<file path="src/chassis_regs_pkg.sv">
/*
  Constants for the chassis temperature and trigger bridge register bank:
  register indices, field widths, counts and reset values.
  Assumes a 32-bit APB slave where the byte address is four times the index.
*/
// How it works
// - Five read-only temperature registers sit at consecutive indices, inlet first, then four outlet sensors.
// - Each temperature register shows the unsigned reading on all eight bits at one kelvin per count from zero Celsius.
// - Readings are meaningful from zero to eighty Celsius and the bank passes any other value through unchanged.
// - A read-only presence register sits at the first index of the trigger bridge group.
// - Presence bits 0 to 3 stand for bridges 1 to 4, one meaning fitted, and bits 7 to 4 read zero.
// - The presence register has no reset value of its own and always follows the detected bridges.
// - One read/write driver-enable register per bridge sits at every second index after the presence register.
// - Bit k of a bridge enable register switches that bridge's driver for trigger line k on when one.
// - One read/write direction register per bridge sits directly after that bridge's enable register.
// - A direction bit of zero forwards the line from the lower-numbered slot segment to the higher.
// - A direction bit of one forwards the line from the higher-numbered slot segment to the lower.
// - Enable and direction contents come back from nonvolatile storage and a never-written unit starts at zero.

`default_nettype none

package chassis_regs_pkg;

  // Bus and data widths.
  localparam int ADDR_W    = 8;
  localparam int DATA_W    = 32;
  localparam int REG_W     = 8;
  localparam int INDEX_W   = 6;
  localparam int LINES     = 8;
  localparam int BRIDGES   = 4;
  localparam int SENSORS   = 5;
  localparam int NV_IDX_W  = 3;

  // Register indices; byte address is the index times four.
  localparam logic [INDEX_W-1:0] IDX_INLET_TEMP    = 6'h2C;
  localparam logic [INDEX_W-1:0] IDX_OUTLET_TEMP_1 = 6'h2D;
  localparam logic [INDEX_W-1:0] IDX_OUTLET_TEMP_2 = 6'h2E;
  localparam logic [INDEX_W-1:0] IDX_OUTLET_TEMP_3 = 6'h2F;
  localparam logic [INDEX_W-1:0] IDX_OUTLET_TEMP_4 = 6'h30;
  localparam logic [INDEX_W-1:0] IDX_PRESENCE      = 6'h34;
  localparam logic [INDEX_W-1:0] IDX_B1_ENABLE     = 6'h35;
  localparam logic [INDEX_W-1:0] IDX_B1_DIRECTION  = 6'h36;
  localparam logic [INDEX_W-1:0] IDX_B2_ENABLE     = 6'h37;
  localparam logic [INDEX_W-1:0] IDX_B2_DIRECTION  = 6'h38;
  localparam logic [INDEX_W-1:0] IDX_B3_ENABLE     = 6'h39;
  localparam logic [INDEX_W-1:0] IDX_B3_DIRECTION  = 6'h3A;
  localparam logic [INDEX_W-1:0] IDX_B4_ENABLE     = 6'h3B;
  localparam logic [INDEX_W-1:0] IDX_B4_DIRECTION  = 6'h3C;

  // Byte offset bits that must be zero for an aligned word access.
  localparam logic [1:0] WORD_ALIGN = 2'h0;

  // Reset and factory values.
  localparam logic [REG_W-1:0]  FACTORY_VALUE = 8'h00;
  localparam logic [REG_W-1:0]  TEMP_RESET    = 8'h00;
  localparam logic [BRIDGES-1:0] PRES_RESET   = 4'h0;
  localparam logic [DATA_W-1:0] READ_ZERO     = 32'h0000_0000;

endpackage

`default_nettype wire

</file>
<file path="src/chassis_temp_trigger_regs.sv">
/*
  APB register bank for chassis air temperatures and trigger bridge control.
  Holds five sensor readings, the bridge presence view, and per-bridge enable
  and direction registers that steer the trigger line drivers.
  Reads are captured in the setup cycle, so every transfer finishes with no
  wait state. Writes to read-only registers are dropped without an error,
  while unmapped or misaligned addresses raise pslverr and read as zero.
  Assumes sensor readings and presence straps arrive asynchronously from pins,
  and a nonvolatile storage controller on pclk restores and saves settings.
  The storage controller must replay every saved slot after reset; until it
  does, the drivers stay at the factory value of all lines off.
  Restore and save slots are twice the bridge number less two, plus one for
  the direction register.
*/

`timescale 1ns/100ps
`default_nettype none

module chassis_temp_trigger_regs
(
  input  wire logic                pclk,                 // APB clock, 20 MHz.
  input  wire logic                presetn,              // Asynchronous reset, active low.
  input  wire logic                psel,                 // APB select.
  input  wire logic                penable,              // APB access phase.
  input  wire logic                pwrite,               // APB direction, high for write.
  input  wire logic [7:0]          paddr,                // APB byte address.
  input  wire logic [31:0]         pwdata,               // APB write data.
  output logic      [31:0]         prdata,               // APB read data, registered.
  output logic                     pready,               // APB ready, never stalls.
  output logic                     pslverr,              // APB error on unmapped address.
  input  wire logic [4:0][7:0]     sensor_temp,          // Raw readings, 0 inlet, 1-4 outlet.
  input  wire logic [3:0]          bridge_fitted,        // Presence straps, bit 0 bridge 1.
  input  wire logic                nv_load_valid,        // Restore strobe from storage.
  input  wire logic [2:0]          nv_load_index,        // Restore slot, even enable, odd direction.
  input  wire logic [7:0]          nv_load_data,         // Restore value.
  output logic                     nv_store_valid,       // Save strobe toward storage.
  output logic      [2:0]          nv_store_index,       // Save slot, same layout as restore.
  output logic      [7:0]          nv_store_data,        // Save value.
  output logic      [3:0][7:0]     bridge_driver_enable, // Driver enable per bridge and line.
  output logic      [3:0][7:0]     bridge_direction,     // Direction per bridge and line.
  output logic      [3:0][7:0]     forward_up,           // Lower to higher segment drive.
  output logic      [3:0][7:0]     forward_down          // Higher to lower segment drive.
);

  // Shorthand widths taken from the package.
  localparam int RW = chassis_regs_pkg::REG_W;
  localparam int IW = chassis_regs_pkg::INDEX_W;
  localparam int NB = chassis_regs_pkg::BRIDGES;
  localparam int NS = chassis_regs_pkg::SENSORS;
  localparam int NI = chassis_regs_pkg::NV_IDX_W;

  // Synchroniser and filter stages for the sensor readings.
  logic [NS-1:0][RW-1:0] temp_meta_reg;
  logic [NS-1:0][RW-1:0] temp_sync_reg;
  logic [NS-1:0][RW-1:0] temp_prev_reg;
  logic [NS-1:0][RW-1:0] temp_reg;

  // Synchroniser stages for the presence straps.
  logic [NB-1:0]         pres_meta_reg;
  logic [NB-1:0]         pres_sync_reg;

  // Bridge control storage.
  logic [NB-1:0][RW-1:0] enable_reg;
  logic [NB-1:0][RW-1:0] direction_reg;

  // Decode of the current APB address.
  logic [IW-1:0]         index;
  logic                  aligned;
  logic                  mapped;
  logic                  is_control;
  logic [IW-1:0]         control_offset;
  logic [NI-1:0]         control_slot;
  logic [RW-1:0]         read_value;

  // Transfer phases.
  logic                  setup_phase;
  logic                  access_phase;
  logic                  write_control;

  // Per-bridge write and restore strobes, one for each register of a pair.
  logic [NB-1:0]         wr_enable;
  logic [NB-1:0]         wr_direction;
  logic [NB-1:0]         ld_enable;
  logic [NB-1:0]         ld_direction;

  // Store port registers.
  logic                  nv_store_valid_reg;
  logic [NI-1:0]         nv_store_index_reg;
  logic [RW-1:0]         nv_store_data_reg;

  // Read data register.
  logic [31:0]           prdata_reg;

  // Forwarding enables, registered per segment direction.
  logic [NB-1:0][RW-1:0] forward_up_reg;
  logic [NB-1:0][RW-1:0] forward_down_reg;

  // Phase decode of the APB handshake.
  assign setup_phase  = psel && !penable;
  assign access_phase = psel && penable;

  // Address split into word index and byte offset.
  assign index   = paddr[7:2];
  assign aligned = (paddr[1:0] == chassis_regs_pkg::WORD_ALIGN);

  // Enable and direction registers alternate from the first enable index.
  assign control_offset = index - chassis_regs_pkg::IDX_B1_ENABLE;
  assign control_slot   = control_offset[NI-1:0];

  // Address decode for the control group and the whole map.
  always_comb
  begin
    is_control = 1'b0;
    mapped     = 1'b0;
    if (!aligned)
    begin
      mapped = 1'b0;
    end
    else if ((index >= chassis_regs_pkg::IDX_B1_ENABLE) &&
             (index <= chassis_regs_pkg::IDX_B4_DIRECTION))
    begin
      is_control = 1'b1;
      mapped     = 1'b1;
    end
    else if (index == chassis_regs_pkg::IDX_PRESENCE)
    begin
      mapped = 1'b1;
    end
    else if ((index >= chassis_regs_pkg::IDX_INLET_TEMP) &&
             (index <= chassis_regs_pkg::IDX_OUTLET_TEMP_4))
    begin
      mapped = 1'b1;
    end
    else
    begin
      mapped = 1'b0;
    end
  end

  // A write lands in bridge control only in the access phase; writes to the
  // read-only registers fall away here without an error.
  assign write_control = access_phase && pwrite && is_control;

  // Slot decode shared by software writes and restores: an even slot is the
  // enable register of a bridge and the slot after it is its direction.
  always_comb
  begin
    wr_enable    = '0;
    wr_direction = '0;
    ld_enable    = '0;
    ld_direction = '0;
    for (int b = 0; b < NB; b++)
    begin
      wr_enable[b]    = write_control && (control_slot == NI'(2 * b));
      wr_direction[b] = write_control && (control_slot == NI'(2 * b + 1));
      ld_enable[b]    = nv_load_valid && (nv_load_index == NI'(2 * b));
      ld_direction[b] = nv_load_valid && (nv_load_index == NI'(2 * b + 1));
    end
  end

  // Read multiplexer over the register map, zero for anything unmapped.
  always_comb
  begin
    read_value = chassis_regs_pkg::FACTORY_VALUE;
    if (!aligned)
    begin
      read_value = chassis_regs_pkg::FACTORY_VALUE;
    end
    else if (index == chassis_regs_pkg::IDX_INLET_TEMP)
    begin
      read_value = temp_reg[0];
    end
    else if (index == chassis_regs_pkg::IDX_OUTLET_TEMP_1)
    begin
      read_value = temp_reg[1];
    end
    else if (index == chassis_regs_pkg::IDX_OUTLET_TEMP_2)
    begin
      read_value = temp_reg[2];
    end
    else if (index == chassis_regs_pkg::IDX_OUTLET_TEMP_3)
    begin
      read_value = temp_reg[3];
    end
    else if (index == chassis_regs_pkg::IDX_OUTLET_TEMP_4)
    begin
      read_value = temp_reg[4];
    end
    else if (index == chassis_regs_pkg::IDX_PRESENCE)
    begin
      read_value = {{(RW-NB){1'b0}}, pres_sync_reg};
    end
    else if (is_control && !control_slot[0])
    begin
      read_value = enable_reg[control_slot[NI-1:1]];
    end
    else if (is_control)
    begin
      read_value = direction_reg[control_slot[NI-1:1]];
    end
    else
    begin
      read_value = chassis_regs_pkg::FACTORY_VALUE;
    end
  end

  // Two-flop synchroniser for the sensor readings; only the second stage
  // is read beyond this process, so no logic sees a metastable bit.
  always_ff @(posedge pclk or negedge presetn)
  begin
    if (!presetn)
    begin
      temp_meta_reg <= '0;
      temp_sync_reg <= '0;
    end
    else
    begin
      temp_meta_reg <= sensor_temp;
      temp_sync_reg <= temp_meta_reg;
    end
  end

  // A reading is accepted only once two synchronised samples agree, so a
  // sensor byte caught mid-change never reaches software torn.
  always_ff @(posedge pclk or negedge presetn)
  begin
    if (!presetn)
    begin
      temp_prev_reg <= '0;
      temp_reg      <= '0;
    end
    else
    begin
      temp_prev_reg <= temp_sync_reg;
      for (int s = 0; s < NS; s++)
      begin
        if (temp_sync_reg[s] == temp_prev_reg[s])
        begin
          temp_reg[s] <= temp_sync_reg[s];
        end
      end
    end
  end

  // Two-flop synchroniser for the presence straps; the value read is live.
  // The zero at reset only fills the flops until two edges have passed.
  always_ff @(posedge pclk or negedge presetn)
  begin
    if (!presetn)
    begin
      pres_meta_reg <= chassis_regs_pkg::PRES_RESET;
      pres_sync_reg <= chassis_regs_pkg::PRES_RESET;
    end
    else
    begin
      pres_meta_reg <= bridge_fitted;
      pres_sync_reg <= pres_meta_reg;
    end
  end

  // Bridge control storage: factory zero at reset, then restored from
  // storage or written by software. Each register has its own strobes, so a
  // restore aimed at one register is never lost to a write to another; when
  // both hit the same register in one cycle the software write wins.
  always_ff @(posedge pclk or negedge presetn)
  begin
    if (!presetn)
    begin
      for (int b = 0; b < NB; b++)
      begin
        enable_reg[b]    <= chassis_regs_pkg::FACTORY_VALUE;
        direction_reg[b] <= chassis_regs_pkg::FACTORY_VALUE;
      end
    end
    else
    begin
      for (int b = 0; b < NB; b++)
      begin
        if (wr_enable[b])
        begin
          enable_reg[b] <= pwdata[RW-1:0];
        end
        else if (ld_enable[b])
        begin
          enable_reg[b] <= nv_load_data;
        end

        // The direction register of the same bridge is decided on its own.
        if (wr_direction[b])
        begin
          direction_reg[b] <= pwdata[RW-1:0];
        end
        else if (ld_direction[b])
        begin
          direction_reg[b] <= nv_load_data;
        end
      end
    end
  end

  // Every software write to bridge control is offered to storage.
  // A restore is not echoed back, so storage never sees its own data again.
  always_ff @(posedge pclk or negedge presetn)
  begin
    if (!presetn)
    begin
      nv_store_valid_reg <= 1'b0;
      nv_store_index_reg <= '0;
      nv_store_data_reg  <= chassis_regs_pkg::FACTORY_VALUE;
    end
    else
    begin
      nv_store_valid_reg <= write_control;
      if (write_control)
      begin
        nv_store_index_reg <= control_slot;
        nv_store_data_reg  <= pwdata[RW-1:0];
      end
    end
  end

  // Read data is captured in the setup phase and shown in the access phase.
  // Capturing early keeps prdata on a flop and still needs no wait state;
  // the value holds until the next read setup.
  always_ff @(posedge pclk or negedge presetn)
  begin
    if (!presetn)
    begin
      prdata_reg <= chassis_regs_pkg::READ_ZERO;
    end
    else if (setup_phase && !pwrite)
    begin
      prdata_reg <= {{(32-RW){1'b0}}, read_value};
    end
  end

  // Per-line forwarding enables derived from enable and direction.
  // They trail the registers by one cycle and leave the block from a flop.
  always_ff @(posedge pclk or negedge presetn)
  begin
    if (!presetn)
    begin
      forward_up_reg   <= '0;
      forward_down_reg <= '0;
    end
    else
    begin
      for (int b = 0; b < NB; b++)
      begin
        forward_up_reg[b]   <= enable_reg[b] & ~direction_reg[b];
        forward_down_reg[b] <= enable_reg[b] & direction_reg[b];
      end
    end
  end

  // The bank never inserts wait states.
  // Read-only writes are accepted quietly; only unmapped or misaligned addresses are refused.
  assign pready  = 1'b1;
  assign pslverr = access_phase && !mapped;

  // Output drive, all from registers.
  assign prdata               = prdata_reg;
  assign nv_store_valid       = nv_store_valid_reg;
  assign nv_store_index       = nv_store_index_reg;
  assign nv_store_data        = nv_store_data_reg;
  assign bridge_driver_enable = enable_reg;
  assign bridge_direction     = direction_reg;
  assign forward_up           = forward_up_reg;
  assign forward_down         = forward_down_reg;

endmodule // chassis_temp_trigger_regs

`default_nettype wire

</file>
<file path="config.mk">
export PLATFORM = sky130hd
export DESIGN_NAME = chassis_temp_trigger_regs
export DESIGN_NICKNAME = d
export VERILOG_FILES = /design/src/chassis_regs_pkg.sv /design/src/chassis_temp_trigger_regs.sv
export SDC_FILE = /design/constraint.sdc
export NUM_CORES = 1
export LEC_CHECK = 0
export ABC_CLOCK_PERIOD_IN_PS = 1790
export BUFFER_PORTS_ARGS = -buffer_cell sky130_fd_sc_hd__buf_2
export CORE_MARGIN = 2
export CORE_UTILIZATION = 54
export CTS_CLUSTER_DIAMETER = 60
export DETAILED_ROUTE_END_ITERATION = 8
export PLACE_DENSITY = 0.81
export SLEW_MARGIN = 0
export SYNTH_ARGS = -nofsm -noshare
export SYNTH_HDL_FRONTEND = slang
export SYNTH_SLANG_ARGS = --single-unit
</file>
<file path="constraint.sdc">
create_clock -name pclk -period 1.79 [get_ports pclk]
set_input_delay 0.0895 -clock pclk [delete_from_list [all_inputs] [get_ports pclk]]
set_output_delay 0.0895 -clock pclk [all_outputs]
set_load 0.02 [all_outputs]
</file>
==> key figures <==
Outcome
  • Outcome: finished clean

Synth
  • Synth Flop Type: dfrtp_1
  • Post-synth EDFFs: 0
  • Compound-gate portion of the synthesized area: 5.86%
  • Yosys reg bits: 316
  • Ys async rst share: 100%
  • Largest family of logic cells by synthesized area: multiplexers
  • Synth top cells by count: 316 x dfrtp_1, 68 x mux2i_1, 63 x a21oi_1, 63 x nand2_1, 61 x nor2_1
  • Most common cell in the netlist: dfrtp_1
  • Part of the Yosys area used for sequential elements: 64.1%
  • Yosys synthesis warning count: 0
  • Avg Cell Area, Syn: 13.1 um^2
  • Ranking of synthesized cells by area: dfrtp_1 64%, mux2i_1 5.5%, mux2_2 4.0%, mux4_2 2.9%, xor2_1 2.8%
  • Cell count after synthesis: 939
  • Synth cell types: 59
  • Adder-Cell Fraction of Synth Area: 0.507%
  • Synth Area in XOR/XNOR: 3.04%
  • Mapped cell area: 12300 um^2
  • Mux share of post-synthesis cell area: 12.5%
  • Top-area cell type share of the netlist area: 64.1%
  • Area leader, netlist: dfrtp_1
  • Simple-Gate Fraction of Synth Area: 10.6%

Place
  • Routability cong.: 0.880
  • DP Worst Slack: -0.159 ns
  • Port-buffer cells: 225
  • Cells after DPL: 1457
  • HPWL Detailed: 21.4 mm

Timing
  • Final setup viols: 0
  • Worst setup margin: 0.116 ns
  • Tmin final: 1.67 ns
  • Worst-margin pin slew: 0.772 ns
  • Max Slew Vio Count: 0
  • Max-slew headroom: 48.3%
  • Hold Vio Cnt, Final: 0
  • Fmax: 597 MHz
  • Post-route clock period utilization: 93.5%
  • RSZ-0062 raised after global routing: false
  • Clock Skew: 0.0202 ns

Route
  • Post-DRT Antenna Nets: 0
  • WL per Instance: 19.4 um
  • Vias per inst: 5.50
  • Starting DRC count in detailed routing: 636
  • DRC errors left: 0
  • Via count: 8693
  • First drt pass iteration count: 6
  • Total wire length: 30.7 mm

CTS
  • Clock root cell: clkbuf_16
  • Max H-tree Level: 2
  • Clock Latency Late Sink: 0.50 ns
  • Worst-path clk slew: 0.06 ns
  • Maximum clock path buffer count: 3
  • Clk sinks: 316
  • CTS Buf Count: 34
  • Post-CTS Setup Bufs: 0
  • CTS tree: done

Global route
  • Total global-route track usage: 25.9%
  • Largest net degree at the start of global routing: 65
  • Initial antenna violation count: 1
  • First-pass GRT wire length: 48.2 mm
  • Vias in the first global route: 8754
  • GR Overflow Total: 0

Floorplanning
  • Core Region: 22500 um^2
  • # IOs: 275
  • Row count: 55
  • Die height: 155 um
  • Die Span X: 155 um
  • Die area: 24100 um^2
  • Initial core utilization: 54.8%

Power and ir drop
  • LEAKAGE: 7.81 nW
  • PD cells: 1220 nW/um^2
  • Worst vdd ir: 0.766 mV

Setup path
  • Startpoint types: primary input
  • Critical path's slowest cell: a22o_4
  • Critical path fanouts, max: 6
  • CP cell instances: buf_2 -> inv_2 -> buf_4 -> ha_1 -> nand2b_1 -> a22o_4 -> o21ai_2 -> nand2_1 -> a31oi_1 -> buf_4
  • Buf+Inv Stages, Crit Path: 4
  • Crit-path most repeated cell: buf_4
  • Crit. End Element: output pin
  • Worst EP required: 1.70 ns
  • Setup Crit Path Kind: primary input to output pin
  • Critical Path AT: 1.58 ns
  • Largest stage delay on the critical path: 0.29 ns
  • Cell family with most CP delay: compound AO/OA/AOI/OAI gates

Cells and area
  • Fin cells: 1580
  • Synthesis-to-finish area growth: 28.8%
  • Register area: 7910 um^2
  • Nets: 1376
  • Layout fillers: 1504
  • Area of the multi-input gates: 4170 um^2
  • Post-layout util: 70.6%
  • Layout cells sized above 1: 32.8%

Min path
  • Hold Path Class: primary input to flop

Flow run
  • Max cap viols: 0
==> layout by cell type, fill, tap and decap left out, types with 8 or more instances in the layout <==
cell type,Yosys,layout
mux2_2,44,44
buf_2,17,223
clkbuf_16,0,35
buf_4,27,49
o21ai_0,22,21
nor4_1,10,10
conb_1,2,25
mux4_2,16,16
nor2_1,61,61
nor2b_1,35,35
nor3_1,8,8
clkinv_2,0,9
dlygate4sd3_1,0,62
mux2i_1,68,68
dfrtp_1,316,316
a21oi_1,63,63
and2_1,32,32
nand2_1,63,63
xor2_1,40,40
buf_12,0,9
==> worst min-delay path: cells and delay by family <==
family,cells,cell delay (ns)
AO/OA/AOI/OAI,1,0.10
buffers and inverters,1,0.09
AND/OR/NAND/NOR,3,0.29
==> final timing paths <==
kind | cells past startpoint | startpoint | slack, ns | to
setup / recovery | 10 | paddr[3] | 0.12 | pslverr
setup reg to reg | 4 | bridge_direction[4] | 0.12 | prdata[4]
max in group asynchronous | 3 | presetn | 0.91 | temp_meta_reg[36]
hold reg to reg | 0 | temp_meta_reg[25] | 0.35 | temp_sync_reg[25]
min in group asynchronous | 2 | presetn | 0.11 | forward_up[22]
hold / removal | 5 | paddr[0] | 0.10 | prdata[7]
==> metal layers <==
metal  share of wire, %  wire length (um)  up-vias  GRT usage [%]
met2                 51             15800      444           44.9
li1                   -                 -     3854              -
met5                  0                 0        -              0
met1                 38             11600     4322           32.8
met3                8.0              2460       73           5.13
met4                2.8               856        0           9.08
==> layout make-up <==
class / count / area share (%)
Antenna cell: 1 / 0.0157
Clock buffer: 44 / 5.98
Clock inverter: 16 / 1.20
Inverter: 3 / 0.102
Multi-Input combinational cell: 571 / 26.2
Sequential cell: 316 / 49.8
Tap cell: 285 / 2.24
Timing Repair Buffer: 344 / 14.5
==> cell families after synthesis <==
| logic type | count (synthesis) |
|---|---|
| XOR/XNOR | 42 |
| flip-flops | 316 |
| buffers and inverters | 75 |
| multiplexers | 128 |
| other | 2 |
| AO/OA/AOI/OAI | 122 |
| AND/OR/NAND/NOR | 249 |
| adder cells (fa/ha/maj) | 5 |
==> report_power, final <==
part	internal, mW	leakage, nW	switching, mW
logic	1.46	3.33	2.01
registers	8.08	3.91	0.778
clock network	4.33	0.567	2.73
total	13.9	7.81	5.52
==> timing repair <==
item,4_1_cts,5_1_grt
endpoints found under the setup margin,1,1
pin swaps,0,1
gates cloned,0,0
gates resized for setup,1,5
endpoints found under the hold margin,399,0
hold buffers,62,0
==> per-stage QoR <==
step                      area [um^2]  power, mW  hold slack, ns  setup TNS (ns)
after floorplan                 12500       10.8          -0.206         -0.0144
after global placement          14100       12.2          0.0352          -0.792
after detailed placement        14100       12.3          0.0468           -2.67
after CTS                       15900       19.5          0.0922               0
after global routing            15900       20.2           0.116               0
final                           15900       19.4           0.100               0
No activity file was read; power rests on OpenSTA's default activity.
